[config.mk]
export PLATFORM = sky130hd
export DESIGN_NAME = reset_cause_and_voltage_supervisor
export DESIGN_NICKNAME = d
export VERILOG_FILES = /design/src/hw/supervisor_pkg.sv /design/src/hw/reset_cause_and_voltage_supervisor.sv
export SDC_FILE = /design/constraint.sdc
export NUM_CORES = 1
export LEC_CHECK = 0
export CAP_MARGIN = 20
export CORE_MARGIN = 3
export CORE_UTILIZATION = 42
export DETAILED_ROUTE_END_ITERATION = 10
export DONT_BUFFER_PORTS = 1
export GPL_ROUTABILITY_DRIVEN = 0
export PLACE_DENSITY = 0.57
export REMOVE_ABC_BUFFERS = 1
export SLEW_MARGIN = 20
export SYNTH_ARGS = -nofsm -noshare
export SYNTH_HDL_FRONTEND = slang
export SYNTH_SLANG_ARGS = --single-unit
export TNS_END_PERCENT = 10
[constraint.sdc]
create_clock -name clk -period 5.2 [get_ports clk]
set_input_delay 0.26 -clock clk [delete_from_list [all_inputs] [get_ports clk]]
set_output_delay 0.26 -clock clk [all_outputs]
set_load 0.01 [all_outputs]
[src/hw/supervisor_pkg.sv]
/*
 * Package for the reset cause and voltage supervisor: register offsets, field positions, reset values, timing.
 * Assumes a 20 MHz system clock and a byte-wide register view placed on 32-bit Wishbone words.
 */
package supervisor_pkg;
  // Printed offsets are not all multiples of four, so each is an index; byte address is index * 4
  localparam logic [19:0] IDX_WRITE_PROTECT   = 20'h0000A;
  localparam logic [19:0] IDX_RESET_CAUSE     = 20'h00018;
  localparam logic [19:0] IDX_DET_CONTROL     = 20'h0001A;
  localparam logic [19:0] IDX_DET_ENABLE      = 20'h00026;
  localparam logic [19:0] IDX_DET1_LEVEL      = 20'h00028;
  localparam logic [19:0] IDX_MON1_CONTROL    = 20'h0002B;
  localparam logic [19:0] IDX_MON2_CONTROL    = 20'h0002C;
  localparam logic [19:0] IDX_STARTUP_OPTION  = 20'hFFFFF;
  localparam logic [19:0] IDX_MON0_CONTROL    = 20'h00029;
  localparam logic [19:0] IDX_IRQ_STATUS      = 20'h00030;
  localparam logic [19:0] IDX_IRQ_MASK        = 20'h00031;
  localparam logic [19:0] IDX_DET_STATE       = 20'h00032;

  localparam int PROTECT_BIT3      = 3;
  localparam int CAUSE_HW          = 1;
  localparam int CAUSE_SW          = 2;
  localparam int CAUSE_WDT         = 3;
  localparam int CAUSE_MON1        = 4;
  localparam int CAUSE_MON2        = 5;
  localparam int CAUSE_OSC         = 6;
  localparam int CAUSE_MON0        = 0;
  localparam int CAUSE_POR         = 7;
  localparam int DET1_ENABLE_BIT   = 6;
  localparam int DET2_ENABLE_BIT   = 7;
  localparam int DET0_ENABLE_BIT   = 5;
  localparam int OPT_MON0_OFF_BIT  = 6;
  localparam int MON_ENABLE_BIT    = 0;
  localparam int MON_RESET_SEL_BIT = 6;
  localparam int IRQ_DET1          = 0;
  localparam int IRQ_DET2          = 1;

  localparam logic [7:0] RESET_ZERO       = 8'h00;
  localparam logic [7:0] CAUSE_POWER_ON   = 8'h80;
  localparam logic [7:0] OPTION_DEFAULT   = 8'hFF;

  localparam int CLK_HZ          = 20_000_000;
  localparam int OSC_LOW_HZ      = 125_000;
  localparam int OSC_DIV_CYCLES  = CLK_HZ / OSC_LOW_HZ;
  localparam int SAMPLE_AGREE    = 2;
endpackage

[src/hw/reset_cause_and_voltage_supervisor.sv]
/*
 * Reset cause recording, write protect gate and three voltage detectors with interrupt and reset generation.
 * Assumes comparator outputs and reset requests arrive asynchronously; cause flags and the start-up
 * option byte sit in a retained domain cleared only by power-on (arst_n).
 * Assumes a classic Wishbone master that holds each request until it sees ack or err, and that
 * system_reset is routed to the rest of the chip but never back into arst_n, so the recorded
 * cause is still readable once the chip restarts.
 */
// Implementation choice: the Wishbone register port.
// Overview of operation
// - Detector and monitor registers accept writes only while protect bit 3 is set.
// - Hardware, software, watchdog, oscillator, monitor 0/1/2 and power-on resets are supported.
// - Cause bit 1 reads 1 after a hardware reset, else 0.
// - Cause bit 2 reads 1 after a software reset, else 0.
// - Cause bit 3 reads 1 after a watchdog timer reset, else 0.
// - Cause bit 4 reads 1 after a voltage monitor 1 reset, else 0.
// - Cause bit 5 reads 1 after a voltage monitor 2 reset, else 0.
// - Cause bit 6 reads 1 after an oscillator stop detect reset, else 0.
// - Detectors 1 and 2 can each raise a voltage detection interrupt.
// - Detectors 0, 1 and 2 can each raise a voltage detection reset.
// - Detectors sample only on the low-speed on-chip oscillator enable.
// - Detector control bit 6 enables or disables voltage detector 1.
// - Option bit 6 low enables monitor 0 reset after hardware reset; high disables it.
module reset_cause_and_voltage_supervisor
  import supervisor_pkg::*;
#(
  parameter int DIV_CYCLES = OSC_DIV_CYCLES
) (
  input  wire logic        clk,
  input  wire logic        arst_n,
  input  wire logic        wb_cyc_i,
  input  wire logic        wb_stb_i,
  input  wire logic        wb_we_i,
  input  wire logic [21:0] wb_adr_i,
  input  wire logic [3:0]  wb_sel_i,
  input  wire logic [31:0] wb_dat_i,
  output logic      [31:0] wb_dat_o,
  output logic             wb_ack_o,
  output logic             wb_err_o,
  input  wire logic        hw_reset_req,
  input  wire logic        sw_reset_req,
  input  wire logic        wdt_reset_req,
  input  wire logic        osc_stop_req,
  input  wire logic [2:0]  below_level,
  input  wire logic [7:0]  option_strap,
  output logic             system_reset,
  output logic             irq
);
  // Release is synchronous so no flop leaves reset a cycle before its neighbour
  logic rst_meta;
  logic rst_n;

  always_ff @(posedge clk or negedge arst_n) begin
    if (!arst_n) begin
      rst_meta <= 1'b0;
      rst_n    <= 1'b0;
    end else begin
      rst_meta <= 1'b1;
      rst_n    <= rst_meta;
    end
  end

  // Seven async inputs, three stages each; only stage 2 and 3 are compared
  localparam int NSYNC = 7;

  // All registered state of the block outside the retained domain
  typedef struct packed {
    logic [NSYNC-1:0] sync1;
    logic [NSYNC-1:0] sync2;
    logic [NSYNC-1:0] sync3;
    logic [NSYNC-1:0] level;
    logic [15:0]      div_cnt;
    logic [2:0]       det_prev;
    logic [2:0]       det_now;
    logic             strap_done;
    logic [7:0]       option;
    logic [7:0]       cause;
    logic [7:0]       protect;
    logic [7:0]       det_control;
    logic [7:0]       det_enable;
    logic [7:0]       det1_level;
    logic [7:0]       mon0_control;
    logic [7:0]       mon1_control;
    logic [7:0]       mon2_control;
    logic [7:0]       irq_status;
    logic [7:0]       irq_mask;
    logic             reset_out;
    logic             irq_out;
    logic [31:0]      rdata;
    logic             ack;
    logic             err;
  } state_t;

  // Retained part: cleared by power-on only so causes outlive internal resets
  typedef struct packed {
    logic [7:0] cause;
    logic [7:0] option;
    logic       strap_done;
  } keep_t;

  state_t s;
  state_t next_s;
  keep_t  k;
  keep_t  next_k;

  logic [NSYNC-1:0] raw_in;
  logic             sample_en;
  logic [19:0]      idx;
  logic             acc;
  logic             wr;
  logic             wr_lane0;
  logic             unlocked;
  logic [2:0]       det_on;
  logic [2:0]       falling;
  logic [2:0]       mon_reset;
  logic [7:0]       events;
  logic             mapped;

  assign raw_in = {below_level, osc_stop_req, wdt_reset_req, sw_reset_req, hw_reset_req};
  assign idx      = wb_adr_i[21:2];
  assign acc      = wb_cyc_i && wb_stb_i && !s.ack && !s.err;
  // A write lands at the edge where the master sees ack, while its data is still held
  assign wr       = wb_cyc_i && wb_stb_i && s.ack && wb_we_i;
  assign wr_lane0 = wr && wb_sel_i[0];
  assign unlocked = s.protect[PROTECT_BIT3];
  assign sample_en = (s.div_cnt == 16'(DIV_CYCLES - 1));

  always_comb begin
    // The option strap can arm monitor 0 before any software has run
    det_on[0] = s.det_control[DET0_ENABLE_BIT] || !k.option[OPT_MON0_OFF_BIT];
    det_on[1] = s.det_control[DET1_ENABLE_BIT];
    det_on[2] = s.det_control[DET2_ENABLE_BIT];
    // Interrupts fire on entry below a level, not for as long as it lasts
    falling   = s.det_now & ~s.det_prev;

    mon_reset[0] = det_on[0] && s.det_now[0];
    mon_reset[1] = det_on[1] && s.mon1_control[MON_ENABLE_BIT] && s.mon1_control[MON_RESET_SEL_BIT]
                   && s.det_now[1];
    mon_reset[2] = det_on[2] && s.mon2_control[MON_ENABLE_BIT] && s.mon2_control[MON_RESET_SEL_BIT]
                   && s.det_now[2];

    events = RESET_ZERO;
    events[IRQ_DET1] = falling[1] && det_on[1] && s.mon1_control[MON_ENABLE_BIT]
                       && !s.mon1_control[MON_RESET_SEL_BIT];
    events[IRQ_DET2] = falling[2] && det_on[2] && s.mon2_control[MON_ENABLE_BIT]
                       && !s.mon2_control[MON_RESET_SEL_BIT];

    // Unmapped indices answer with err so a stray pointer cannot pass unnoticed
    mapped = 1'b1;
    case (idx)
      IDX_WRITE_PROTECT,
      IDX_RESET_CAUSE,
      IDX_DET_CONTROL,
      IDX_DET_ENABLE,
      IDX_DET1_LEVEL,
      IDX_MON0_CONTROL,
      IDX_MON1_CONTROL,
      IDX_MON2_CONTROL,
      IDX_STARTUP_OPTION,
      IDX_IRQ_STATUS,
      IDX_IRQ_MASK,
      IDX_DET_STATE: begin
        mapped = 1'b1;
      end
      default: begin
        mapped = 1'b0;
      end
    endcase
  end

  always_comb begin
    next_k = k;
    // Strap is taken once after power-on; later changes on the pins are ignored
    if (!k.strap_done) begin
      next_k.option     = option_strap;
      next_k.strap_done = 1'b1;
    end

    // Set wins over a write-one clear in the same cycle
    if (wr_lane0 && idx == IDX_RESET_CAUSE) begin
      next_k.cause = k.cause & ~wb_dat_i[7:0];
    end

    // Hardware, software, watchdog and oscillator flags set while their synchronised level is high; monitor flags while mon_reset is high
    if (s.level[0]) begin
      next_k.cause[CAUSE_HW] = 1'b1;
    end
    if (s.level[1]) begin
      next_k.cause[CAUSE_SW] = 1'b1;
    end
    if (s.level[2]) begin
      next_k.cause[CAUSE_WDT] = 1'b1;
    end
    if (s.level[3]) begin
      next_k.cause[CAUSE_OSC] = 1'b1;
    end
    if (mon_reset[0]) begin
      next_k.cause[CAUSE_MON0] = 1'b1;
    end
    if (mon_reset[1]) begin
      next_k.cause[CAUSE_MON1] = 1'b1;
    end
    if (mon_reset[2]) begin
      next_k.cause[CAUSE_MON2] = 1'b1;
    end
  end

  always_comb begin
    next_s = s;
    next_s.sync1 = raw_in;
    next_s.sync2 = s.sync1;
    next_s.sync3 = s.sync2;
    // A change counts only once two stages agree, so a one-cycle glitch is dropped
    for (int i = 0; i < NSYNC; i++) begin
      if (s.sync2[i] == s.sync3[i]) begin
        next_s.level[i] = s.sync3[i];
      end
    end

    if (sample_en) begin
      next_s.div_cnt = 16'h0000;
    end else begin
      next_s.div_cnt = s.div_cnt + 16'h0001;
    end
    if (sample_en) begin
      next_s.det_prev = s.det_now;
      next_s.det_now  = s.level[6:4] & det_on;
    end

    // Read data is captured with the answer and holds until the next access
    next_s.ack = 1'b0;
    next_s.err = 1'b0;
    if (acc) begin
      next_s.ack   = mapped;
      next_s.err   = !mapped;
      next_s.rdata = 32'h0000_0000;
      case (idx)
        IDX_WRITE_PROTECT:  next_s.rdata[7:0] = s.protect;
        IDX_RESET_CAUSE:    next_s.rdata[7:0] = k.cause;
        IDX_DET_CONTROL:    next_s.rdata[7:0] = s.det_control;
        IDX_DET_ENABLE:     next_s.rdata[7:0] = s.det_enable;
        IDX_DET1_LEVEL:     next_s.rdata[7:0] = s.det1_level;
        IDX_MON0_CONTROL:   next_s.rdata[7:0] = s.mon0_control;
        IDX_MON1_CONTROL:   next_s.rdata[7:0] = s.mon1_control;
        IDX_MON2_CONTROL:   next_s.rdata[7:0] = s.mon2_control;
        IDX_STARTUP_OPTION: next_s.rdata[7:0] = k.option;
        IDX_IRQ_STATUS:     next_s.rdata[7:0] = s.irq_status;
        IDX_IRQ_MASK:       next_s.rdata[7:0] = s.irq_mask;
        IDX_DET_STATE:      next_s.rdata[7:0] = {5'b00000, s.det_now};
        default:            next_s.rdata[7:0] = RESET_ZERO;
      endcase
    end

    // Protected registers still answer, so a locked write is silently dropped
    if (wr_lane0) begin
      case (idx)
        IDX_WRITE_PROTECT: begin
          next_s.protect = wb_dat_i[7:0];
        end
        IDX_IRQ_MASK: begin
          next_s.irq_mask = wb_dat_i[7:0];
        end
        IDX_IRQ_STATUS: begin
          next_s.irq_status = s.irq_status & ~wb_dat_i[7:0];
        end
        IDX_DET_CONTROL: begin
          if (unlocked) begin
            next_s.det_control = wb_dat_i[7:0];
          end
        end
        IDX_DET_ENABLE: begin
          if (unlocked) begin
            next_s.det_enable = wb_dat_i[7:0];
          end
        end
        IDX_DET1_LEVEL: begin
          if (unlocked) begin
            next_s.det1_level = wb_dat_i[7:0];
          end
        end
        IDX_MON0_CONTROL: begin
          if (unlocked) begin
            next_s.mon0_control = wb_dat_i[7:0];
          end
        end
        IDX_MON1_CONTROL: begin
          if (unlocked) begin
            next_s.mon1_control = wb_dat_i[7:0];
          end
        end
        IDX_MON2_CONTROL: begin
          if (unlocked) begin
            next_s.mon2_control = wb_dat_i[7:0];
          end
        end
        default: begin
        end
      endcase
    end

    // Mask gates the output only, so a masked event is still recorded
    next_s.irq_status = next_s.irq_status | events;
    next_s.irq_out    = |(next_s.irq_status & s.irq_mask);
    // Any active source drives the outgoing system reset request
    next_s.reset_out  = 1'b0;
    if (|s.level[3:0]) begin
      next_s.reset_out = 1'b1;
    end
    if (|mon_reset) begin
      next_s.reset_out = 1'b1;
    end
  end

  always_ff @(posedge clk or negedge arst_n) begin
    if (!arst_n) begin
      k.cause      <= CAUSE_POWER_ON;
      k.option     <= OPTION_DEFAULT;
      k.strap_done <= 1'b0;
    end else begin
      k <= next_k;
    end
  end

  always_ff @(posedge clk or negedge rst_n) begin
    if (!rst_n) begin
      s <= '0;
    end else begin
      s <= next_s;
    end
  end

  // Every output is a register bit; nothing combinational reaches a pin
  assign wb_dat_o     = s.rdata;
  assign wb_ack_o     = s.ack;
  assign wb_err_o     = s.err;
  assign system_reset = s.reset_out;
  assign irq          = s.irq_out;
endmodule

==> qor.txt, run 1 <==
Pleak - 3.420 nW
crit-path max FO - 8
worst min path class - input port to flip-flop
initial core utilization - 0.4361
RSZ-0062 raised after global routing - false
mapped cell area - 0.007028 mm^2
DR vias/cell - 5.719
Clock Sinks - 151
Post-CTS Setup Bufs - 0
final instance area - 0.007903 mm^2
Compound-Gate Fraction of Synth Area - 0.09151
slowest stage delay, CP - 0.54 ns
status - finished, final reports clean
CTS tree - yes
share of cells above drive strength 1 - 0.2393
HPWL after detailed placement - 11.86 mm
IO Port Bufs - 0
Post-Syn Instances - 586
CP startpoint - wb_ack_o
CP Depth - 5
fill count - 1436
number of synthesized flops with an enable pin - 0
PD cells - 331.8 mW/mm^2
post_cts resized - 0
CTS buffer count - 17
routed vias - 4718
Iteration-0 DRC Markers - 429
slew margin rel. - 0.3870
crit-path cells - nand3_1 -> nor2_1 -> and2_1 -> nand4_1 -> mux2_2
DRT antenna net count - 0
row cnt - 46
Reg area - 0.003794 mm^2
register area share after synthesis - 0.5393
worst path bufs/invs - 0
Fmax achieved - 0.4241 GHz
Total Power - 2.622 mW
Post-Layout Cell Count - 825
CTS clk-pin slew, worst paths - 0.07 ns
initial antenna violation count - 2
setup TNS - 0 ns
Syn Area/Cell - 11.99 um^2
Cell Area, Placed - 0.007047 mm^2
setup violators final - 0
area grow syn2layout - 12.44%
DIE WIDTH - 135.4 um
largest net degree at the start of global routing - 74
yosys warns - 0
WS Path Type - flip-flop to flip-flop
DP Cell Count - 766
total routed wirelength - 17.67 mm
reg2reg setup slack - 2.84 ns
Multi-input gate area - 0.002919 mm^2
worst r2r dst - s[69]
Net count, final - 672
slowest cell on the critical path - nand4_1
All-Layer GR Usage - 0.1987
Worst Skew - 0.01124 ns
WHS - 0.01981 ns
Max-Cap Viols - 0
worst reg-to-reg path cell count - 5
final-report max-slew violation count - 0
Synth cell types - 55
Synth async-reset ratio - 1.000
r2r startpoint - wb_ack_o
Post-CTS Hold Fix Bufs - 24
actual slew at the worst max-slew pin - 0.9195 ns
Post-Synth Simple-Gate Area - 0.1341
H-tree depth - 4
CP required - 5.50 ns
Clock Latency Late Sink - 0.43 ns
worst endpoint data arrival time - 2.66 ns
CP endpoint - s[69]
Placement Setup Slack - 2.515 ns
CP startpoint kind - flip-flop
worst setup margin - 2.842 ns
WL/cell - 21.42 um
min cycle time layout - 2.358 ns
vias in the first global route - 4742
Remaining Overflow, GRT - 0
Ports - 114
clock tree buffer depth - 2
peak supply drop - 0.2332 mV
drt drc - 0
DR pass1 iterations - 5
Die Y-Extent - 135.4 um
adder-cell share of the synthesized area - 0.01175
first-pass GRT wire length - 27.48 mm
#FFs+latches synth - 151
fin crit share - 0.4534
Setup crit end kind - flip-flop
main flop type after synthesis - dfrtp_1
mux share of post-synthesis cell area - 0.1472
core area - 0.01612 mm^2
largest family of logic cells by synthesized area - multiplexers
Root Driver - clkbuf_16
final hold vios - 0
Post-Synth XOR/XNOR Area - 0.01745
crit-path leading delay family - simple AND/OR/NAND/NOR gates
Final Core Density - 0.4904
Die Area - 0.01832 mm^2
-- area by class of cell --
class / instances / area share
Sequential cell: 151 / 0.4801
Multi-Input combinational cell: 384 / 0.3694
Clock buffer: 18 / 0.05431
Tap cell: 216 / 0.03420
Timing Repair Buffer: 26 / 0.03230
Clock inverter: 14 / 0.02264
Inverter: 13 / 0.006175
Antenna cell: 3 / 0.0009500
-- worst reg2reg max path: stages (launching register included) --
cell and delay, ns:
dfrtp_1 0.42, nand3_1 0.24, nor2_1 0.26, and2_1 0.28, nand4_1 0.55, mux2_2 0.49
-- logic make-up (layout without fill, tap and decap cells) --
kind of cell | Yosys count | in the layout
adder cells (fa/ha/maj) | 8 | 8
multiplexers | 90 | 90
AND/OR/NAND/NOR | 157 | 157
AO/OA/AOI/OAI | 90 | 90
buffers and inverters | 74 | 71
XOR/XNOR | 14 | 14
other | 2 | 28
flip-flops | 151 | 151
-- cells in the mapped netlist (all sizes together) (2+ instances only) --
cell type	count	area, um^2
o21ai	14	70.07
o31ai	3	22.52
or3	2	12.51
inv	13	48.80
xor2	4	35.03
a22o	12	105.1
xnor2	10	87.58
a2111oi	2	17.52
a32oi	4	35.03
nor4	16	170.2
and2	6	37.54
nand3b	2	15.01
nor2	20	75.07
or4	5	45.04
or2	3	18.77
maj3	7	70.07
nor4bb	2	20.02
a21oi	7	35.03
conb	2	7.510
a221oi	7	61.31
dfrtp	142	3553
and3	6	37.54
a31oi	14	87.58
nor4b	2	17.52
nor3	17	110.1
nand3	13	65.06
a21boi	3	22.52
clkbuf	13	48.80
or3b	2	17.52
dfstp	9	236.5
buf	48	307.8
a21o	4	30.03
nand2b	4	25.02
nand2	34	127.6
a22oi	14	105.1
mux2i	7	70.07
nor2b	6	37.54
nand4	15	93.84
mux2	83	964.7
a211oi	3	22.52
-- layout by cell type (no fill, tap or decap), types with 4 or more instances in the layout --
master,synthesis,layout
dfrtp_1,142,141
nor2b_1,6,6
dlygate4sd3_1,0,24
inv_6,0,6
nor3_1,12,12
dfstp_2,9,9
mux2_4,8,8
nand2_1,34,34
nor2_1,20,20
a32oi_1,4,4
a21oi_1,7,7
a22o_1,12,12
xnor2_1,10,10
mux2i_1,7,7
a31oi_1,14,14
nand3_1,13,13
xor2_1,4,4
and3_1,6,6
inv_1,13,13
conb_1,2,25
a22oi_1,14,14
and2_1,5,5
a221oi_1,7,7
o21ai_0,14,14
mux2_2,75,75
maj3_1,7,7
nor4_1,9,9
nor4_2,4,4
nand2b_1,4,4
a21o_1,4,4
nor3_2,5,5
clkbuf_16,0,17
nand4_1,15,15
-- routing by layer --
metal  vias up  routed length (um)  global-route usage
met5         -                   0                   0
met4         0                 331             0.06103
met3        21                1315             0.05535
met2       200                8255              0.3050
met1      2392                7765              0.2759
li1       2105                   -                   -
-- worst min-delay path by stage --
stage / end / start / cells past startpoint
floorplan: k[0] / arst_n / 0
global placement: k[0] / arst_n / 0
detailed placement: k[0] / arst_n / 0
CTS: k[14] / wb_dat_i[5] / 2
global route: k[10] / wb_dat_i[1] / 2
finish: k[10] / wb_dat_i[1] / 2
-- state kept, by name (all words and copies together) (netlist names) --
signal,flops
irq,1
wb_dat_o,8
next_s,14
wb_ack_o,1
wb_err_o,1
s,105
system_reset,1
det_on,2
rst_n,1
k,17
-- power by group --
group | switching, mW | leakage [nW] | internal, mW
sequential | 0.0358 | 1.89 | 1.21
clock | 0.537 | 0.295 | 0.730
combinational | 0.0673 | 1.23 | 0.0419
No activity file was read; power rests on OpenSTA's default activity.
==> run 2, diff against run 1 <==
==> constraint.sdc (replaced) <==
create_clock -name clk -period 2.3 [get_ports clk]
set_input_delay 0.115 -clock clk [delete_from_list [all_inputs] [get_ports clk]]
set_output_delay 0.115 -clock clk [all_outputs]
set_load 0.01 [all_outputs]
==> run 2 against run 1 <==
  * Flip-flop and latch count did not move
  * Clock skew fell by 0.0048 ns
  * Die area did not move
  * Clock-buffer cell count did not move
  * Non-clock buffer count rose by 20
  * Core utilization rose by 0.61 points
  * Sequential power rose by 120%
  * Largest cell class unchanged
  * Highest routed layer unchanged
  * Maximum frequency rose by 14%
  * Via count rose by 1.2%
  * Worst setup slack got worse by 2.6 ns
  * Cell count rose by 1.9%
==> qor.txt, run 2 (synthesis gave the netlist of run 1 again) <==
status - finished, final reports clean (unchanged)
DRT antenna net count - 0 (unchanged)
initial core utilization - 0.4361 (unchanged)
worst r2r dst - s[95] (was s[69])
row cnt - 46 (unchanged)
peak supply drop - 0.5152 mV (was 0.2332 mV)
WHS - 0.04465 ns (was 0.01981 ns)
H-tree depth - 4 (unchanged)
Inserted Diodes - 0 (was 3)
Logic pwr share - 0.047 (was 0.042)
CP required - 2.61 ns (was 5.50 ns)
DIE WIDTH - 135.4 um (unchanged)
Reg area - 0.003794 mm^2 (unchanged)
Clock Latency Late Sink - 0.42 ns (was 0.43 ns)
vias in the first global route - 4884 (was 4742)
setup violators final - 0 (unchanged)
r2r startpoint - wb_ack_o (unchanged)
Clock Sinks - 151 (unchanged)
top layer in use - met4 (unchanged)
clock tree buffer depth - 2 (unchanged)
routed vias - 4773 (was 4718)
Biggest register - s (unchanged)
largest net degree at the start of global routing - 83 (was 74)
Die Area - 0.01832 mm^2 (unchanged)
Sequential Power Share - 0.495 (was 0.475)
drt drc - 0 (unchanged)
HPWL after detailed placement - 12.14 mm (was 11.86 mm)
Multi-input gate area - 0.002919 mm^2 (unchanged)
Remaining Overflow, GRT - 0 (unchanged)
DR pass1 iterations - 5 (unchanged)
Max-Cap Viols - 0 (unchanged)
Net count, final - 692 (was 672)
DR vias/cell - 5.675 (was 5.719)
Root Driver - clkbuf_16 (unchanged)
slew margin rel. - 0.4210 (was 0.3870)
Switch Pwr - 1.391 mW (was 0.6401 mW)
worst setup margin - 0.2346 ns (was 2.842 ns)
max reg flops - 105 (unchanged)
fin crit share - 0.8980 (was 0.4534)
most frequent cells in the layout - dfrtp_1 (141), mux2_2 (75), nand2_1 (34) (unchanged)
commonest non-fill, non-tap cell in the layout - dfrtp_1 (unchanged)
total routed wirelength - 17.39 mm (was 17.67 mm)
routed length on met3 - 1.002 mm (was 1.315 mm)
initial antenna violation count - 0 (was 2)
worst min path class - input port to flip-flop (unchanged)
CP startpoint - wb_ack_o (unchanged)
All-Layer GR Usage - 0.1977 (was 0.1987)
area grow syn2layout - 13.85% (was 12.44%)
min cycle time layout - 2.065 ns (was 2.358 ns)
WS Path Type - flip-flop to flip-flop (unchanged)
WL/cell - 20.68 um (was 21.42 um)
CTS clk-pin slew, worst paths - 0.06 ns (was 0.07 ns)
core area - 0.01612 mm^2 (unchanged)
fill count - 1459 (was 1436)
crit-path max FO - 8 (unchanged)
CTS buffer count - 17 (unchanged)
Die Y-Extent - 135.4 um (unchanged)
Placement Setup Slack - 0.2360 ns (was 2.515 ns)
Post-CTS Setup Bufs - 0 (unchanged)
Setup crit end kind - flip-flop (unchanged)
worst reg-to-reg path cell count - 5 (unchanged)
final-report max-slew violation count - 0 (unchanged)
Fmax achieved - 0.4842 GHz (was 0.4241 GHz)
CP endpoint - s[95] (was s[69])
clock group share of total power - 0.458 (was 0.483)
share of cells above drive strength 1 - 0.2640 (was 0.2393)
final hold vios - 0 (unchanged)
RSZ-0062 raised after global routing - false (unchanged)
CP startpoint kind - flip-flop (unchanged)
IO Port Bufs - 0 (unchanged)
worst endpoint data arrival time - 2.38 ns (was 2.66 ns)
Worst Skew - 0.006441 ns (was 0.01124 ns)
Ports - 114 (unchanged)
met1 wire length - 7.933 mm (was 7.765 mm)
Sw Ratio - 0.2455 (was 0.2441)
Final Core Density - 0.4965 (was 0.4904)
Internal - 4.276 mW (was 1.982 mW)
reg2reg setup slack - 0.23 ns (was 2.84 ns)
actual slew at the worst max-slew pin - 0.8656 ns (was 0.9195 ns)
CTS tree - yes (unchanged)
Iteration-0 DRC Markers - 337 (was 429)
PD cells - 708.3 mW/mm^2 (was 331.8 mW/mm^2)
Pleak - 3.502 nW (was 3.420 nW)
met2 wire length - 8.033 mm (was 8.255 mm)
post_cts resized - 0 (unchanged)
first-pass GRT wire length - 27.60 mm (was 27.48 mm)
Total Power - 5.668 mW (was 2.622 mW)
==> run 2: cell type report <==
type,instances,area share
clock buffer,18,0.05489
clock inverter,13,0.01407
inverter,13,0.006099
multi-input combinational,384,0.3648
sequential,151,0.4741
tap,216,0.03378
timing repair buffer,46,0.05223
==> run 2: worst max-delay path, cell delays in order (launching register included) <==
cell and delay [ns]:
dfrtp_1 0.43, nand3_1 0.23, nor2_1 0.23, and2_1 0.24, and3_1 0.44, mux2_2 0.39
==> run 2: power groups by stage <==
stage / Combinational [mW] / Sequential [mW] / Clock, mW
2_1_floorplan: 0.123 / 2.86 / 0
3_3_place_gp: 0.198 / 2.85 / 0
3_5_place_dp: 0.199 / 2.86 / 0
4_1_cts: 0.269 / 2.81 / 2.64
5_1_grt: 0.297 / 2.81 / 2.76
6_report: 0.267 / 2.80 / 2.60
==> run 2: how the worst min path moves through the flow <==
stage | startpoint | endpoint | slack [ns] | cells past startpoint
6_report | wb_adr_i[6] | wb_dat_o[3] | 0.04 | 3
3_3_place_gp | arst_n | k[0] | -0.18 | 0
2_1_floorplan | arst_n | k[0] | -0.18 | 0
5_1_grt | wb_adr_i[2] | wb_dat_o[0] | 0.04 | 3
4_1_cts | wb_adr_i[6] | wb_dat_o[3] | 0.03 | 3
3_5_place_dp | arst_n | k[0] | -0.18 | 0
==> run 2: routing by layer <==
metal  global-route usage  vias to the layer above
li1                     -                     2150
met1               0.2771                     2438
met2               0.3031                      163
met3              0.04755                       22
met4              0.06719                        0
met5                    0                        -
==> run 2: timing repair <==
action / in CTS / in global routing
hold endpoints to repair: 113 / 0
setup endpoints to repair: 0 / 1
hold buffers: 24 / 0
==> run 2: per-stage QoR <==
| step | std cells | setup TNS (ns) | area (um^2) |
|---|---|---|---|
| final | 841 | 0 | 8001 |
| after global routing | 841 | 0 | 8001 |
| after global placement | 786 | 0 | 7209 |
| after floorplan | 548 | -231.39 | 6758 |
| after CTS | 841 | 0 | 8001 |
| after detailed placement | 786 | 0 | 7209 |
